`src/iod_io_space_regs.svh`:
```
// constants for the i/o space decoder and its scratch bytes
// assumes: included by bare name from the design modules
`ifndef IOD_IO_SPACE_REGS_SVH
`define IOD_IO_SPACE_REGS_SVH

// data-space placement of the short i/o window
`define IOD_IO_BASE 8'h20
`define IOD_IO_TOP 6'h3f
`define IOD_BIT_TOP 5'h1f
`define IOD_EXT_BASE 8'h60

// local registers, data-space addresses
`define IOD_ADDR_SCRATCH0 8'h3e
`define IOD_ADDR_SCRATCH1 8'h4a
`define IOD_ADDR_SCRATCH2 8'h4b
`define IOD_ADDR_FLAGS 8'h3c

// reset values
`define IOD_SCRATCH_RESET 8'h00
`define IOD_FLAGS_RESET 8'h00

`endif

```
`src/iod_pkg.sv`:
```
// types shared by the i/o space decoder files
// assumes: the constants header sits beside it
package iod_pkg;
  typedef logic [7:0] iod_byte_t;
  typedef logic [7:0] iod_addr_t;

  // kind of access taken in one cycle
  typedef enum logic [2:0] {
    ACC_NONE  = 3'b000,
    ACC_READ  = 3'b001,
    ACC_WRITE = 3'b010,
    ACC_SET   = 3'b011,
    ACC_CLR   = 3'b100,
    ACC_TEST  = 3'b101
  } iod_acc_t;
endpackage

```
`src/iod_reg_if.sv`:
```
// carrier between the decoder and one scratch byte
// assumes: one instance per scratch byte, all on the decoder clock
`timescale 1ns/10ps
`default_nettype none
interface iod_reg_if;
  logic wrEn;
  logic setEn;
  logic clrEn;
  logic [7:0] bitMask;
  logic [7:0] wrData;
  logic [7:0] value;

  modport dec (output wrEn, output setEn, output clrEn, output bitMask, output wrData,
    input value);
  modport store (input wrEn, input setEn, input clrEn, input bitMask, input wrData,
    output value);
endinterface
`default_nettype wire

```
`src/iod_scratch_byte.sv`:
```
// one 8-bit scratch byte with whole-byte write and single-bit set and clear
// assumes: strobes are one-hot per cycle and come from the decoder clock domain
`timescale 1ns/10ps
`default_nettype none
`include "iod_io_space_regs.svh"
module iod_scratch_byte (
  input wire logic clk,
  input wire logic rst_n,
  iod_reg_if.store port
);
  import iod_pkg::*;

  logic [7:0] value_r;

  // byte store, bit ops touch only the masked bit
  always_ff @(posedge clk) begin
    if (!rst_n) begin
      value_r <= `IOD_SCRATCH_RESET;
    end else if (port.wrEn) begin
      value_r <= port.wrData;
    end else if (port.setEn) begin
      value_r <= value_r | port.bitMask;
    end else if (port.clrEn) begin
      value_r <= value_r & ~port.bitMask;
    end
  end

  assign port.value = value_r;
endmodule // iod_scratch_byte
`default_nettype wire

```
`src/iod_io_space_decode.sv`:
```
// i/o space decoder: short i/o, bit ops and load/store onto one data-space map
// holds three scratch bytes and one write-one-to-clear flag byte; other
// peripherals sit behind the per* port and claim addresses with perMapped
// assumes: all request inputs come from core logic on clk, at most one a cycle
`timescale 1ns/10ps
`default_nettype none
`include "iod_io_space_regs.svh"
module iod_io_space_decode (
  input wire logic clk,
  input wire logic rst_n,
  // short i/o instructions
  input wire logic ioRdEn,
  input wire logic ioWrEn,
  input wire logic [5:0] ioAddr,
  // single-bit instructions
  input wire logic bitSetEn,
  input wire logic bitClrEn,
  input wire logic bitTestEn,
  input wire logic bitTestPol,
  input wire logic [4:0] bitAddr,
  input wire logic [2:0] bitSel,
  // load/store
  input wire logic memRdEn,
  input wire logic memWrEn,
  input wire iod_pkg::iod_addr_t memAddr,
  // shared write data
  input wire iod_pkg::iod_byte_t wrData,
  // answers
  output iod_pkg::iod_byte_t rdData,
  output logic rdValid,
  output logic testDone,
  output logic skipNext,
  // hardware events for the flag byte
  input wire iod_pkg::iod_byte_t eventIn,
  output iod_pkg::iod_byte_t flagsOut,
  // outer peripheral port
  output iod_pkg::iod_addr_t perAddr,
  output logic perRdEn,
  output logic perWrEn,
  output logic perBitSetEn,
  output logic perBitClrEn,
  output iod_pkg::iod_byte_t perBitMask,
  output iod_pkg::iod_byte_t perWrData,
  input wire logic perMapped,
  input wire iod_pkg::iod_byte_t perRdData
);
  import iod_pkg::*;

  // data-space addresses of the three scratch bytes
  localparam int NSCR = 3;
  localparam iod_addr_t SCR_ADDR [NSCR] = '{
    `IOD_ADDR_SCRATCH0,
    `IOD_ADDR_SCRATCH1,
    `IOD_ADDR_SCRATCH2
  };

  // decode, mux and answer state
  iod_acc_t kind;
  iod_addr_t addr;
  logic [2:0] bitIdx;
  logic [7:0] bitMask;
  logic [NSCR-1:0] hitScr;
  logic hitFlag;
  logic localHit;
  logic [7:0] scrVal [NSCR];
  logic [7:0] rdMux;
  logic [7:0] clearMask;
  logic [7:0] flags_r;
  logic [7:0] flags_nxt;
  logic [7:0] rdData_r;
  logic rdValid_r;
  logic testDone_r;
  logic skipNext_r;

  // pick one request and turn its address into a data-space address
  // the core issues one request a cycle; should two meet, lower ones are dropped
  always_comb begin
    kind = ACC_NONE;
    addr = 8'h00;
    bitIdx = 3'h0;
    if (memRdEn && memAddr >= `IOD_IO_BASE) begin
      kind = ACC_READ;
      addr = memAddr;
    end else if (memWrEn && memAddr >= `IOD_IO_BASE) begin
      kind = ACC_WRITE;
      addr = memAddr;
    end else if (ioRdEn) begin
      kind = ACC_READ;
      addr = {2'b00, ioAddr} + `IOD_IO_BASE;
    end else if (ioWrEn) begin
      kind = ACC_WRITE;
      addr = {2'b00, ioAddr} + `IOD_IO_BASE;
    end else if (bitSetEn) begin
      kind = ACC_SET;
      addr = {3'b000, bitAddr} + `IOD_IO_BASE;
      bitIdx = bitSel;
    end else if (bitClrEn) begin
      kind = ACC_CLR;
      addr = {3'b000, bitAddr} + `IOD_IO_BASE;
      bitIdx = bitSel;
    end else if (bitTestEn) begin
      kind = ACC_TEST;
      addr = {3'b000, bitAddr} + `IOD_IO_BASE;
      bitIdx = bitSel;
    end
  end

  // one-hot mask of the addressed bit
  assign bitMask = 8'h01 << bitIdx;

  // scratch bytes, one generated store each
  genvar g;
  generate
    for (g = 0; g < NSCR; g++) begin : gScr
      iod_reg_if scr ();
      assign hitScr[g] = (addr == SCR_ADDR[g]) && (kind != ACC_NONE);
      assign scr.wrEn = hitScr[g] && (kind == ACC_WRITE);
      assign scr.setEn = hitScr[g] && (kind == ACC_SET);
      assign scr.clrEn = hitScr[g] && (kind == ACC_CLR);
      assign scr.bitMask = bitMask;
      assign scr.wrData = wrData;
      assign scrVal[g] = scr.value;
      // byte store, whole-byte write and masked bit ops
      iod_scratch_byte iod_scratch_byte_inst (
        .clk(clk),
        .rst_n(rst_n),
        .port(scr.store)
      );
    end
  endgenerate

  // hits on the local bytes keep the request away from the outer port
  assign hitFlag = (addr == `IOD_ADDR_FLAGS) && (kind != ACC_NONE);
  assign localHit = (|hitScr) || hitFlag;

  // read mux, unclaimed addresses give zero
  always_comb begin
    rdMux = 8'h00;
    if (hitFlag) begin
      rdMux = flags_r;
    end else if (|hitScr) begin
      for (int i = 0; i < NSCR; i++) begin
        if (hitScr[i]) begin
          rdMux = scrVal[i];
        end
      end
    end else if (perMapped) begin
      rdMux = perRdData;
    end
  end

  // ones written to the flag byte clear; a bit set writes a one to one bit only
  always_comb begin
    clearMask = 8'h00;
    if (hitFlag && kind == ACC_WRITE) begin
      clearMask = wrData;
    end else if (hitFlag && kind == ACC_SET) begin
      clearMask = bitMask;
    end
    flags_nxt = (flags_r & ~clearMask) | eventIn; // set wins over clear
  end

  // flag byte
  always_ff @(posedge clk) begin
    if (!rst_n) begin
      flags_r <= `IOD_FLAGS_RESET;
    end else begin
      flags_r <= flags_nxt;
    end
  end

  // read answer, one cycle after the request
  // rdData holds until the next read so a slow core can still pick it up
  always_ff @(posedge clk) begin
    if (!rst_n) begin
      rdData_r <= 8'h00;
      rdValid_r <= 1'b0;
    end else begin
      rdValid_r <= (kind == ACC_READ);
      if (kind == ACC_READ) begin
        rdData_r <= rdMux;
      end
    end
  end

  // bit test answer, one cycle after the request
  // skipNext holds until the next test
  always_ff @(posedge clk) begin
    if (!rst_n) begin
      testDone_r <= 1'b0;
      skipNext_r <= 1'b0;
    end else begin
      testDone_r <= (kind == ACC_TEST);
      if (kind == ACC_TEST) begin
        skipNext_r <= (rdMux[bitIdx] == bitTestPol);
      end
    end
  end

  // registered answers and flag byte to the ports
  assign rdData = rdData_r;
  assign rdValid = rdValid_r;
  assign testDone = testDone_r;
  assign skipNext = skipNext_r;
  assign flagsOut = flags_r;

  // outer peripherals: writes only reach a claimed address
  // reads and tests go out unclaimed too; the zero answer comes from the mux
  assign perAddr = addr;
  assign perWrData = wrData;
  assign perBitMask = bitMask;
  assign perRdEn = (kind == ACC_READ || kind == ACC_TEST) && !localHit;
  assign perWrEn = (kind == ACC_WRITE) && !localHit && perMapped;
  assign perBitSetEn = (kind == ACC_SET) && !localHit && perMapped;
  assign perBitClrEn = (kind == ACC_CLR) && !localHit && perMapped;
endmodule // iod_io_space_decode
`default_nettype wire

```
`config.mk`:
```
export PLATFORM = sky130hd
export DESIGN_NAME = iod_io_space_decode
export DESIGN_NICKNAME = d
export VERILOG_FILES = /design/src/iod_pkg.sv /design/src/iod_reg_if.sv /design/src/iod_scratch_byte.sv /design/src/iod_io_space_decode.sv
export VERILOG_INCLUDE_DIRS = /design/src /design/src/src
export SDC_FILE = /design/constraint.sdc
export NUM_CORES = 1
export LEC_CHECK = 0
export ABC_AREA = 1
export BUFFER_PORTS_ARGS = -buffer_cell sky130_fd_sc_hd__buf_4
export CAP_MARGIN = 30
export CORE_ASPECT_RATIO = 0.5
export CORE_MARGIN = 4
export CORE_UTILIZATION = 30
export CTS_BUF_LIST = sky130_fd_sc_hd__clkbuf_8
export DETAILED_ROUTE_END_ITERATION = 8
export PLACE_DENSITY = 0.51
export SYNTH_ARGS = -nofsm -noshare
export SYNTH_HDL_FRONTEND = slang
export SYNTH_HIERARCHICAL = 1
export SYNTH_SLANG_ARGS = --single-unit
```
`constraint.sdc`:
```
create_clock -name clk -period 2.1 [get_ports clk]
set_input_delay 0.105 -clock clk [delete_from_list [all_inputs] [get_ports clk]]
set_output_delay 0.105 -clock clk [all_outputs]
set_load 0.05 [all_outputs]
```
* After elaboration in Yosys (flattened, before gate mapping) *
Cells that the tools add are included.

operators by class
  add/sub/neg operators = 2
  shift-type cells = 1
  reduce and logical (&&, ||, !) cells = 32
  bitwise logic cells = 10
  $lt $le $gt $ge = 2
  mux-type cells = 40
  eq/ne operators = 10

operators by type and width
  kind                 number
  $mux 8               19
  $mux 3               14
  $mux 7               5
  $and 8x8->8          4
  $or 8x8->8           4
  $logic_and 1x1->1    24
  $eq 8x6->1 const B   2
  $eq 8x7->1 const B   2
  $not 8->8            2
  $reduce_bool 3->1    4
  $ge 8x6->1 const B   1
  $shl 1x3->8 const A  1
  $add 5x6->7 const B  1
  $add 6x6->7 const B  1
  $eq 3x2->1 const B   2
  $eq 3x3->1 const B   2
  $lt 3x4->1 const B   1
  $bmux 1 s3           1
  $eq 3x1->1 const B   1
  $reduce_or 3->1      1
  $logic_or 1x1->1     2
  $eq 1x1->1           1
  $logic_not 1->1      1
  $mux 1               1

word-level totals
  output and inout port bits = 47
  logic and storage cells = 105
  register bits = 43
  input bits = 57

* Depth between registers and ports, before layout *
Gate-level depths: netlist of the first run.

  word-level depth = 18
  depth in mapped cells = 24
  gate-level depth less buffers = 23

* Modules after synthesis *
Netlist of the first run, hierarchy kept.

by module, submodules not included
  module               seq. area each (µm²)  area an instance (µm²)  cells each  instances
  iod_io_space_decode  380.4                 1993.2                  322         1
  iod_scratch_byte     160.2                 530.5                   95          3

* Worst setup path before layout of the first run *
No wires, ideal clock.

  kind = input to register
  start = input port memAddr[5]
  end = register with a tool-made name
  path slack = -0.293 ns
  data required time = 1.986 ns
  setup time = 0.114 ns
  buffers on the path = 2
  stages = 14
  data arrival time = 2.279 ns
  cells stage by stage = inv_1 -> nand2_2 -> o21ai_4 -> buf_8 -> nand3_2 -> nand2_2 -> inv_2 -> nand2_1 -> nor4_1 -> buf_6 -> or2_1 -> nand2_1 -> nor2_1 -> nor2_2

RTL lines
  item             RTL line                   source
  start, declared  iod_io_space_decode.sv:25  input wire iod_pkg::iod_addr_t memAddr,

* Final worst setup path of the first run *
  start = input port ioWrEn
  end = output port perWrEn

between the ends
  longest elaborated chain between the ends = 11
  elaborated cells between the ends (all ways) = 23
  those cells by class = eq/ne (5); mux (8); reduce/logical (10)

RTL lines
  item                                      RTL line                    source
  start, declared                           iod_io_space_decode.sv:13   input wire logic ioWrEn,
  $mux 7 or $mux 3 (tied branches)          iod_io_space_decode.sv:90   end else if (ioWrEn) begin
  $mux 7 or $mux 3 (tied branches)          iod_io_space_decode.sv:87   end else if (ioRdEn) begin
  $mux 8 or $mux 3 (tied branches)          iod_io_space_decode.sv:84   end else if (memWrEn && memAddr >= `IOD_IO_BASE) begin
  $mux 8 or $mux 3 (tied branches)          iod_io_space_decode.sv:81   if (memRdEn && memAddr >= `IOD_IO_BASE) begin
  $eq 8x6->1, or another cell as far along  iod_io_space_decode.sv:116  assign hitScr[g] = (addr == SCR_ADDR[g]) && (kind != ACC_NONE);
  $logic_and 1x1->1                         iod_io_space_decode.sv:116
  $reduce_or 3->1                           iod_io_space_decode.sv:134  assign localHit = (|hitScr) || hitFlag;
  $logic_or 1x1->1                          iod_io_space_decode.sv:134
  $logic_not 1->1                           iod_io_space_decode.sv:213  assign perWrEn = (kind == ACC_WRITE) && !localHit && perMapped;
  $logic_and 1x1->1 * (2 in series)         iod_io_space_decode.sv:213
  end, declared                             iod_io_space_decode.sv:39   output logic perWrEn,

Every way passes the cells marked *; elsewhere a longest branch is shown, timed or not.

==> impl_summary.log, run 1 <==
[metrics] status: finished, violations left
[metrics] violations in the final reports: negative setup slack
[metrics] global routing met2 resource utilization: 30.0%
[metrics] fraction of the yosys area taken by sequential cells: 24.0%
[metrics] worst min path class: in -> reg
[metrics] TritonCTS clock tree: yes
[metrics] Worst Path Arrival: 2.01 ns
[metrics] antenna-violating nets left: 0
[metrics] non-filler cells in the finished layout: 954
[metrics] largest net degree at the start of global routing: 40
[metrics] Total Nets Final: 851
[metrics] Skew-Pair Late Insertion Delay: 0.31 ns
[metrics] ratio of cells with drive above 1 in the final layout: 35.3%
[metrics] Maximum Capacitance Violations: 0
[metrics] All-Layer GR Usage: 19.9%
[metrics] Cell Rows: 27
[metrics] clock period minus worst slack: 2.11 ns
[metrics] htree depth: 2
[metrics] achievable frequency: 0.473 GHz
[metrics] initial core utilization: 31.7%
[metrics] unrepaired setup endpoints after global routing: yes
[metrics] Area growth syn-to-layout: 52.4%
[metrics] post-synthesis sequential element count: 43
[metrics] first-pass GRT wire length: 22.0 mm
[metrics] HPWL after detailed placement: 10.9 mm
[metrics] cell area after layout: 5460 sq um
[metrics] final routed DRC violation total: 0
[metrics] Static Leak: 2.95 nW
[metrics] most common cell after layout, fill and taps aside: sky130_fd_sc_hd__nand2_1
[metrics] instance count of the mapped netlist: 607
[metrics] Cell Area, Synth: 3580 sq um
[metrics] number of endpoints failing setup at the final stage: 2
[metrics] DRT Pass-1 Iters: 5
[metrics] headroom to the max-slew limit: 64.4%
[metrics] area of placed instances: 5010 sq um
[metrics] initial DRC count: 408
[metrics] number of buffers added by the clock tree synthesis step: 5
[metrics] final antenna diode count: 0
[metrics] synthesized area per cell: 5.91 sq um
[metrics] number of global-route vias before repair: 4165
[metrics] I/O pin count: 104
[metrics] Worst VDD drop: 0.265 mV
[metrics] crit path launch type: input port
[metrics] routability-driven placement congestion ratio: 0.942
[metrics] TritonCTS sink count: 43
[metrics] routed wire length: 14.3 mm
[metrics] remaining global-route overflow: 0
[metrics] TNS Setup: -0.0260 ns
[metrics] pins over their slew limit: 0
[metrics] buffer depth of the longest clock path: 2
[metrics] type of the setup path with the least slack: in -> out
[metrics] Die Wd: 163 um
[metrics] nature of the critical path endpoint: output port
[metrics] critical path required time: 2.00 ns
[metrics] count of distinct cell types in the synthesized netlist: 36
[metrics] fin util: 48.3%
[metrics] Synth Warn #: 6
[metrics] buffer type at the clock tree root: sky130_fd_sc_hd__clkbuf_8
[metrics] PwrDens: 457 nW/um^2
[metrics] area enclosed by the die boundary: 13900 sq um
[metrics] vertical die dimension: 85.3 um
[metrics] Setup WS post-layout: -0.0147 ns
[metrics] transition time at the pin with the least slew margin: 0.534 ns
[metrics] via count normalized by instance count: 4.68
[metrics] final-report hold violation count: 0
[metrics] final clock period utilization by the worst path: 101%
[metrics] number of port buffers: 103
[metrics] most crowded layer after global routing: met2
[metrics] WL/cell: 15.0 um
[metrics] global-route track usage on met3: 3.93%
[metrics] Max FO, Critical Path: 8
[metrics] total placed cells including tap cells: 922
[metrics] commonest cells after routing, fill and taps aside: sky130_fd_sc_hd__nand2_1 (184), sky130_fd_sc_hd__buf_4 (182), sky130_fd_sc_hd__inv_1 (70), sky130_fd_sc_hd__nor2_1 (65), sky130_fd_sc_hd__nand3_1 (59)
[metrics] Worst Hold Slack: 0.0341 ns
[metrics] skew final: 0.00965 ns
[metrics] Core Footprint: 11300 sq um
[metrics] initial antenna violation count: 0
[metrics] via total after detailed routing: 4460
[metrics] Worst-path clk slew: 0.09 ns
[metrics] met1 track utilization from global routing: 29.1%
Yosys cell counts (all sizes together):
cell / n / area share, %
nor3: 4 / 0.56
clkbuf: 6 / 0.63
o211ai: 1 / 0.21
nand4: 11 / 1.9
nor2: 91 / 11
nand2: 206 / 23
conb: 1 / 0.10
a22oi: 1 / 0.21
nand3: 70 / 11
nor4: 2 / 0.77
o21a: 5 / 1.0
a221oi: 4 / 0.98
buf: 18 / 4.1
a21oi: 15 / 2.1
dfxtp: 43 / 24
or2: 33 / 5.8
o21ai: 15 / 2.5
inv: 79 / 8.3
nand3b: 2 / 0.42
critical path, stage by stage:
cell and delay (ns):
sky130_fd_sc_hd__buf_4 0.12, sky130_fd_sc_hd__nor2_4 0.20, sky130_fd_sc_hd__inv_4 0.09, sky130_fd_sc_hd__nand2_2 0.07, sky130_fd_sc_hd__nand3_2 0.09, sky130_fd_sc_hd__nand2_4 0.10
sky130_fd_sc_hd__inv_2 0.04, sky130_fd_sc_hd__buf_4 0.14, sky130_fd_sc_hd__nor4_4 0.19, sky130_fd_sc_hd__buf_4 0.19, sky130_fd_sc_hd__nand2_4 0.09, sky130_fd_sc_hd__buf_4 0.15
sky130_fd_sc_hd__nand4_1 0.18, sky130_fd_sc_hd__nor2_2 0.07, sky130_fd_sc_hd__buf_6 0.15
routing by layer:
metal  wire length (um)  share of wire, %  up-vias
met5                  0                 0        -
met4                165               1.2        0
met3               1160               8.1       18
met2               5860                41      153
met1               7120                50     2018
li1                   -                 -     2271
final timing paths:
| path | slack [ns] | cells past startpoint | start | end |
|---|---|---|---|---|
| worst min-delay path | 0.03 | 3 | eventIn[2] | flagsOut[2] |
| worst max-delay path | -0.01 | 15 | ioWrEn | perWrEn |
| worst min register to register | 0.48 | 2 | rdData[0] | rdData[0] |
| worst max register to register | 0.62 | 13 | flop | skipNext |
final cells by class:
type | instances | area, sq um
Clock buffer | 6 | 82.6
Clock inverter | 2 | 38.8
Fill cell | 1207 | 5850
Inverter | 79 | 304
Multi-Input combinational cell | 466 | 2410
Sequential cell | 43 | 861
Tap cell | 159 | 199
Timing Repair Buffer | 199 | 1560
cell families (layout without fill, tap and decap cells):
kind of cell,after synthesis,in the layout,share of synthesized area (%)
other cells,1,4,0.105
buf+inv,103,286,13.1
compound gates,41,41,7.05
simple gates,419,421,55.7
flops,43,43,24.0
power by group:
group	internal, mW	switching (mW)
Sequential	0.849	0.0211
Combinational	0.342	0.562
Clock	0.392	0.330
Total	1.58	0.913
through the flow:
stage | setup slack [ns] | power [mW]
floorplan | -0.226 | 1.38
global placement | -0.392 | 1.73
detailed placement | -0.380 | 1.73
CTS | 0.00142 | 2.46
global route | -0.119 | 2.61
finish | -0.0147 | 2.50
timing repair:
item                       in CTS  in global routing
hold endpoints to repair        4                  0
hold buffers                    4                  0
setup endpoints to repair       4                 14
pin swaps                       1                 13
cloned                          0                  4
setup buffers                   0                 16
resized for setup               4                 32
Power figures use the tool's default switching activity.
==> run 2, diff against run 1 <==
CORE_ASPECT_RATIO = 1.4   (was 0.5)
==> impl_summary.log, run 2 (same netlist as run 1, synthesis figures left out) <==
[metrics] final routed DRC violation total: 0 (unchanged)
[metrics] Die Wd: 100 um (was 163 um)
[metrics] Core Footprint: 11800 sq um (was 11300 sq um)
[metrics] pins over their slew limit: 0 (unchanged)
[metrics] status: finished, violations left (unchanged)
[metrics] Total Nets Final: 857 (was 851)
[metrics] PwrDens: 448 nW/um^2 (was 457 nW/um^2)
[metrics] flop2flop setup slack: 0.61 ns (was 0.62 ns)
[metrics] vertical die dimension: 137 um (was 85.3 um)
[metrics] htree depth: 2 (unchanged)
[metrics] buffer depth of the longest clock path: 2 (unchanged)
[metrics] TritonCTS clock tree: yes (unchanged)
[metrics] cell area after layout: 5580 sq um (was 5460 sq um)
[metrics] All-Layer GR Usage: 19.3% (was 19.9%)
[metrics] Area growth syn-to-layout: 55.7% (was 52.4%)
[metrics] I/O pin count: 104 (unchanged)
[metrics] slowest cell on the critical path: sky130_fd_sc_hd__nor2_4 (unchanged)
[metrics] total placed cells including tap cells: 916 (was 922)
[metrics] highest layer used for signal routing: met4 (unchanged)
[metrics] final antenna diode count: 0 (unchanged)
[metrics] area enclosed by the die boundary: 13800 sq um (was 13900 sq um)
[metrics] final-report hold violation count: 0 (unchanged)
[metrics] initial core utilization: 30.5% (was 31.7%)
[metrics] violations in the final reports: negative setup slack (unchanged)
[metrics] WL/cell: 14.9 um (was 15.0 um)
[metrics] Static Leak: 3.03 nW (was 2.95 nW)
[metrics] Worst VDD drop: 0.289 mV (was 0.265 mV)
[metrics] Worst Path Arrival: 2.03 ns (was 2.01 ns)
[metrics] ratio of cells with drive above 1 in the final layout: 38.3% (was 35.3%)
[metrics] Cell Rows: 47 (was 27)
[metrics] critical path required time: 2.00 ns (about the same)
[metrics] Worst-path clk slew: 0.09 ns (about the same)
[metrics] CP peak stage delay: 0.22 ns (was 0.20 ns)
[metrics] Max FO, Critical Path: 11 (was 8)
[metrics] number of endpoints failing setup at the final stage: 3 (was 2)
[metrics] routed wire length: 14.1 mm (was 14.3 mm)
[metrics] buffer and inverter count on the worst path: 5 (was 7)
[metrics] list of cells traversed by the critical path: buf_4 > nor2_4 > buf_4 > nand3_1 > nand3_4 > nand2_4 > nor2_2 > buf_4 > nand3_2 > buf_4 > nand4_1 > nor2_2 > buf_6 (was buf_4 > nor2_4 > inv_4 > nand2_2 > nand3_2 > nand2_4 > inv_2 > buf_4 > nor4_4 > buf_4 > nand2_4 > buf_4 > nand4_1 > nor2_2 > buf_6)
[metrics] Setup WS post-layout: -0.0351 ns (was -0.0147 ns)
[metrics] unrepaired setup endpoints after global routing: yes (unchanged)
[metrics] initial antenna violation count: 0 (unchanged)
[metrics] skew final: 0.00865 ns (was 0.00965 ns)
[metrics] CP Depth: 13 (was 15)
[metrics] sum of met2 wire segment lengths after detailed routing: 6.99 mm (was 5.86 mm)
[metrics] end of the worst register-to-register path: skipNext (unchanged)
[metrics] via count normalized by instance count: 4.75 (was 4.68)
[metrics] cell depth of the worst min-delay path: 2 (was 3)
[metrics] number of global-route vias before repair: 4216 (was 4165)
[metrics] Worst Hold Slack: 0.0125 ns (was 0.0341 ns)
[metrics] Skew-Pair Late Insertion Delay: 0.31 ns (about the same)
[metrics] most frequent cell on the critical path: sky130_fd_sc_hd__buf_4 (unchanged)
[metrics] HPWL after detailed placement: 10.8 mm (was 10.9 mm)
[metrics] initial DRC count: 170 (was 408)
[metrics] type of the setup path with the least slack: in -> out (unchanged)
[metrics] number of port buffers: 103 (unchanged)
[metrics] routability-driven placement congestion ratio: 0.878 (was 0.942)
[metrics] TritonCTS sink count: 43 (unchanged)
[metrics] Register-to-Register Path Depth: 13 (unchanged)
[metrics] final clock period utilization by the worst path: 102% (was 101%)
[metrics] crit path launch type: input port (unchanged)
[metrics] antenna-violating nets left: 0 (unchanged)
[metrics] TNS Setup: -0.0637 ns (was -0.0260 ns)
[metrics] worst setup path endpoint: perWrEn (unchanged)
[metrics] area of placed instances: 5030 sq um (was 5010 sq um)
[metrics] Maximum Capacitance Violations: 0 (unchanged)
[metrics] DR WL met3: 819 um (was 1.16 mm)
[metrics] first-pass GRT wire length: 21.0 mm (was 22.0 mm)
[metrics] buffer type at the clock tree root: sky130_fd_sc_hd__clkbuf_8 (unchanged)
[metrics] DRT Pass-1 Iters: 6 (was 5)
[metrics] worst min path class: in -> reg (unchanged)
[metrics] remaining global-route overflow: 0 (unchanged)
[metrics] largest net degree at the start of global routing: 40 (unchanged)
[metrics] nature of the critical path endpoint: output port (unchanged)
[metrics] achievable frequency: 0.468 GHz (was 0.473 GHz)
[metrics] number of buffers added by the clock tree synthesis step: 5 (unchanged)
[metrics] most common cell after layout, fill and taps aside: sky130_fd_sc_hd__buf_4 (was sky130_fd_sc_hd__nand2_1)
[metrics] met1 layer wirelength in the final routing: 5.85 mm (was 7.12 mm)
[metrics] non-filler cells in the finished layout: 948 (was 954)
[metrics] clock period minus worst slack: 2.14 ns (was 2.11 ns)
[metrics] kind of cell adding the most delay to the critical path: simple AND/OR/NAND/NOR gates (unchanged)
[metrics] crit path launch: ioWrEn (unchanged)
[metrics] commonest cells after routing, fill and taps aside: sky130_fd_sc_hd__buf_4 (186), sky130_fd_sc_hd__nand2_1 (175), sky130_fd_sc_hd__inv_1 (69), sky130_fd_sc_hd__nor2_1 (63), sky130_fd_sc_hd__nand3_1 (58) (was sky130_fd_sc_hd__nand2_1 (184), sky130_fd_sc_hd__buf_4 (182), sky130_fd_sc_hd__inv_1 (70), sky130_fd_sc_hd__nor2_1 (65), sky130_fd_sc_hd__nand3_1 (59))
[metrics] via total after detailed routing: 4502 (was 4460)
-- run 2: cell types whose count changed in the layout (fill, tap and decap cells not counted), sizes merged --
cell,delta
buf,+8
clkbuf,-2
clkinv,+2
dlygate4sd3,-2
inv,-1
o21ai,+1
-- run 2: repair_timing --
action,CTS,global route
gates resized for setup,3,65
pin swaps,1,36
endpoints found under the hold margin,1,1
setup buffers,2,18
endpoints found under the setup margin,3,34
hold buffers,1,1
gates cloned,0,3
-- run 2: worst register-to-register path, stage by stage (launching register included) --
cell,delay (ns)
sky130_fd_sc_hd__dfxtp_1,0.38
sky130_fd_sc_hd__nand4_1,0.16
sky130_fd_sc_hd__nand3_2,0.10
sky130_fd_sc_hd__nand2_1,0.06
sky130_fd_sc_hd__nand3_2,0.07
sky130_fd_sc_hd__nand2_1,0.08
sky130_fd_sc_hd__nand2_1,0.06
sky130_fd_sc_hd__nand2_1,0.04
sky130_fd_sc_hd__nor2_1,0.11
sky130_fd_sc_hd__nand2_1,0.08
sky130_fd_sc_hd__nand3_1,0.09
sky130_fd_sc_hd__nand3_1,0.06
sky130_fd_sc_hd__nand2_1,0.07
sky130_fd_sc_hd__inv_1,0.03
-- run 2: area by class of cell --
class | instances | area, sq um
fill | 1211 | 6180
multi-input combinational | 467 | 2510
timing repair buffer | 204 | 1610
sequential | 43 | 861
inverter | 79 | 307
tap | 147 | 184
clock buffer | 5 | 68.8
clock inverter | 3 | 43.8
-- run 2: through the flow --
| step | util [%] | setup WS, ns | power [mW] |
|---|---|---|---|
| after detailed placement | 42.8 | -0.307 | 1.74 |
| final | 47.5 | -0.0351 | 2.50 |
| after global placement | 42.8 | -0.262 | 1.74 |
| after CTS | 44.1 | 0.0214 | 2.42 |
| after floorplan | - | -0.226 | 1.38 |
| after global routing | 47.5 | -0.143 | 2.60 |
-- run 2: how the worst min path moves through the flow --
stage | startpoint | end
6_report | eventIn[6] | flagsOut[6]
5_1_grt | eventIn[6] | flagsOut[6]
4_1_cts | eventIn[5] | flagsOut[5]
3_5_place_dp | eventIn[7] | flagsOut[7]
3_3_place_gp | eventIn[7] | flagsOut[7]
2_1_floorplan | eventIn[4] | flagsOut[4]
-- run 2: per-layer routing --
metal	vias up	track usage [%]
li1	2275	-
met1	2054	24.0
met2	144	32.9
met3	29	2.99
met4	0	8.24
met5	-	0
-- run 2: power breakdown --
group | internal, mW | switching, mW | leakage [nW]
combinational | 0.373 | 0.576 | 2.62
clock | 0.355 | 0.328 | 0.0581
sequential | 0.849 | 0.0221 | 0.351
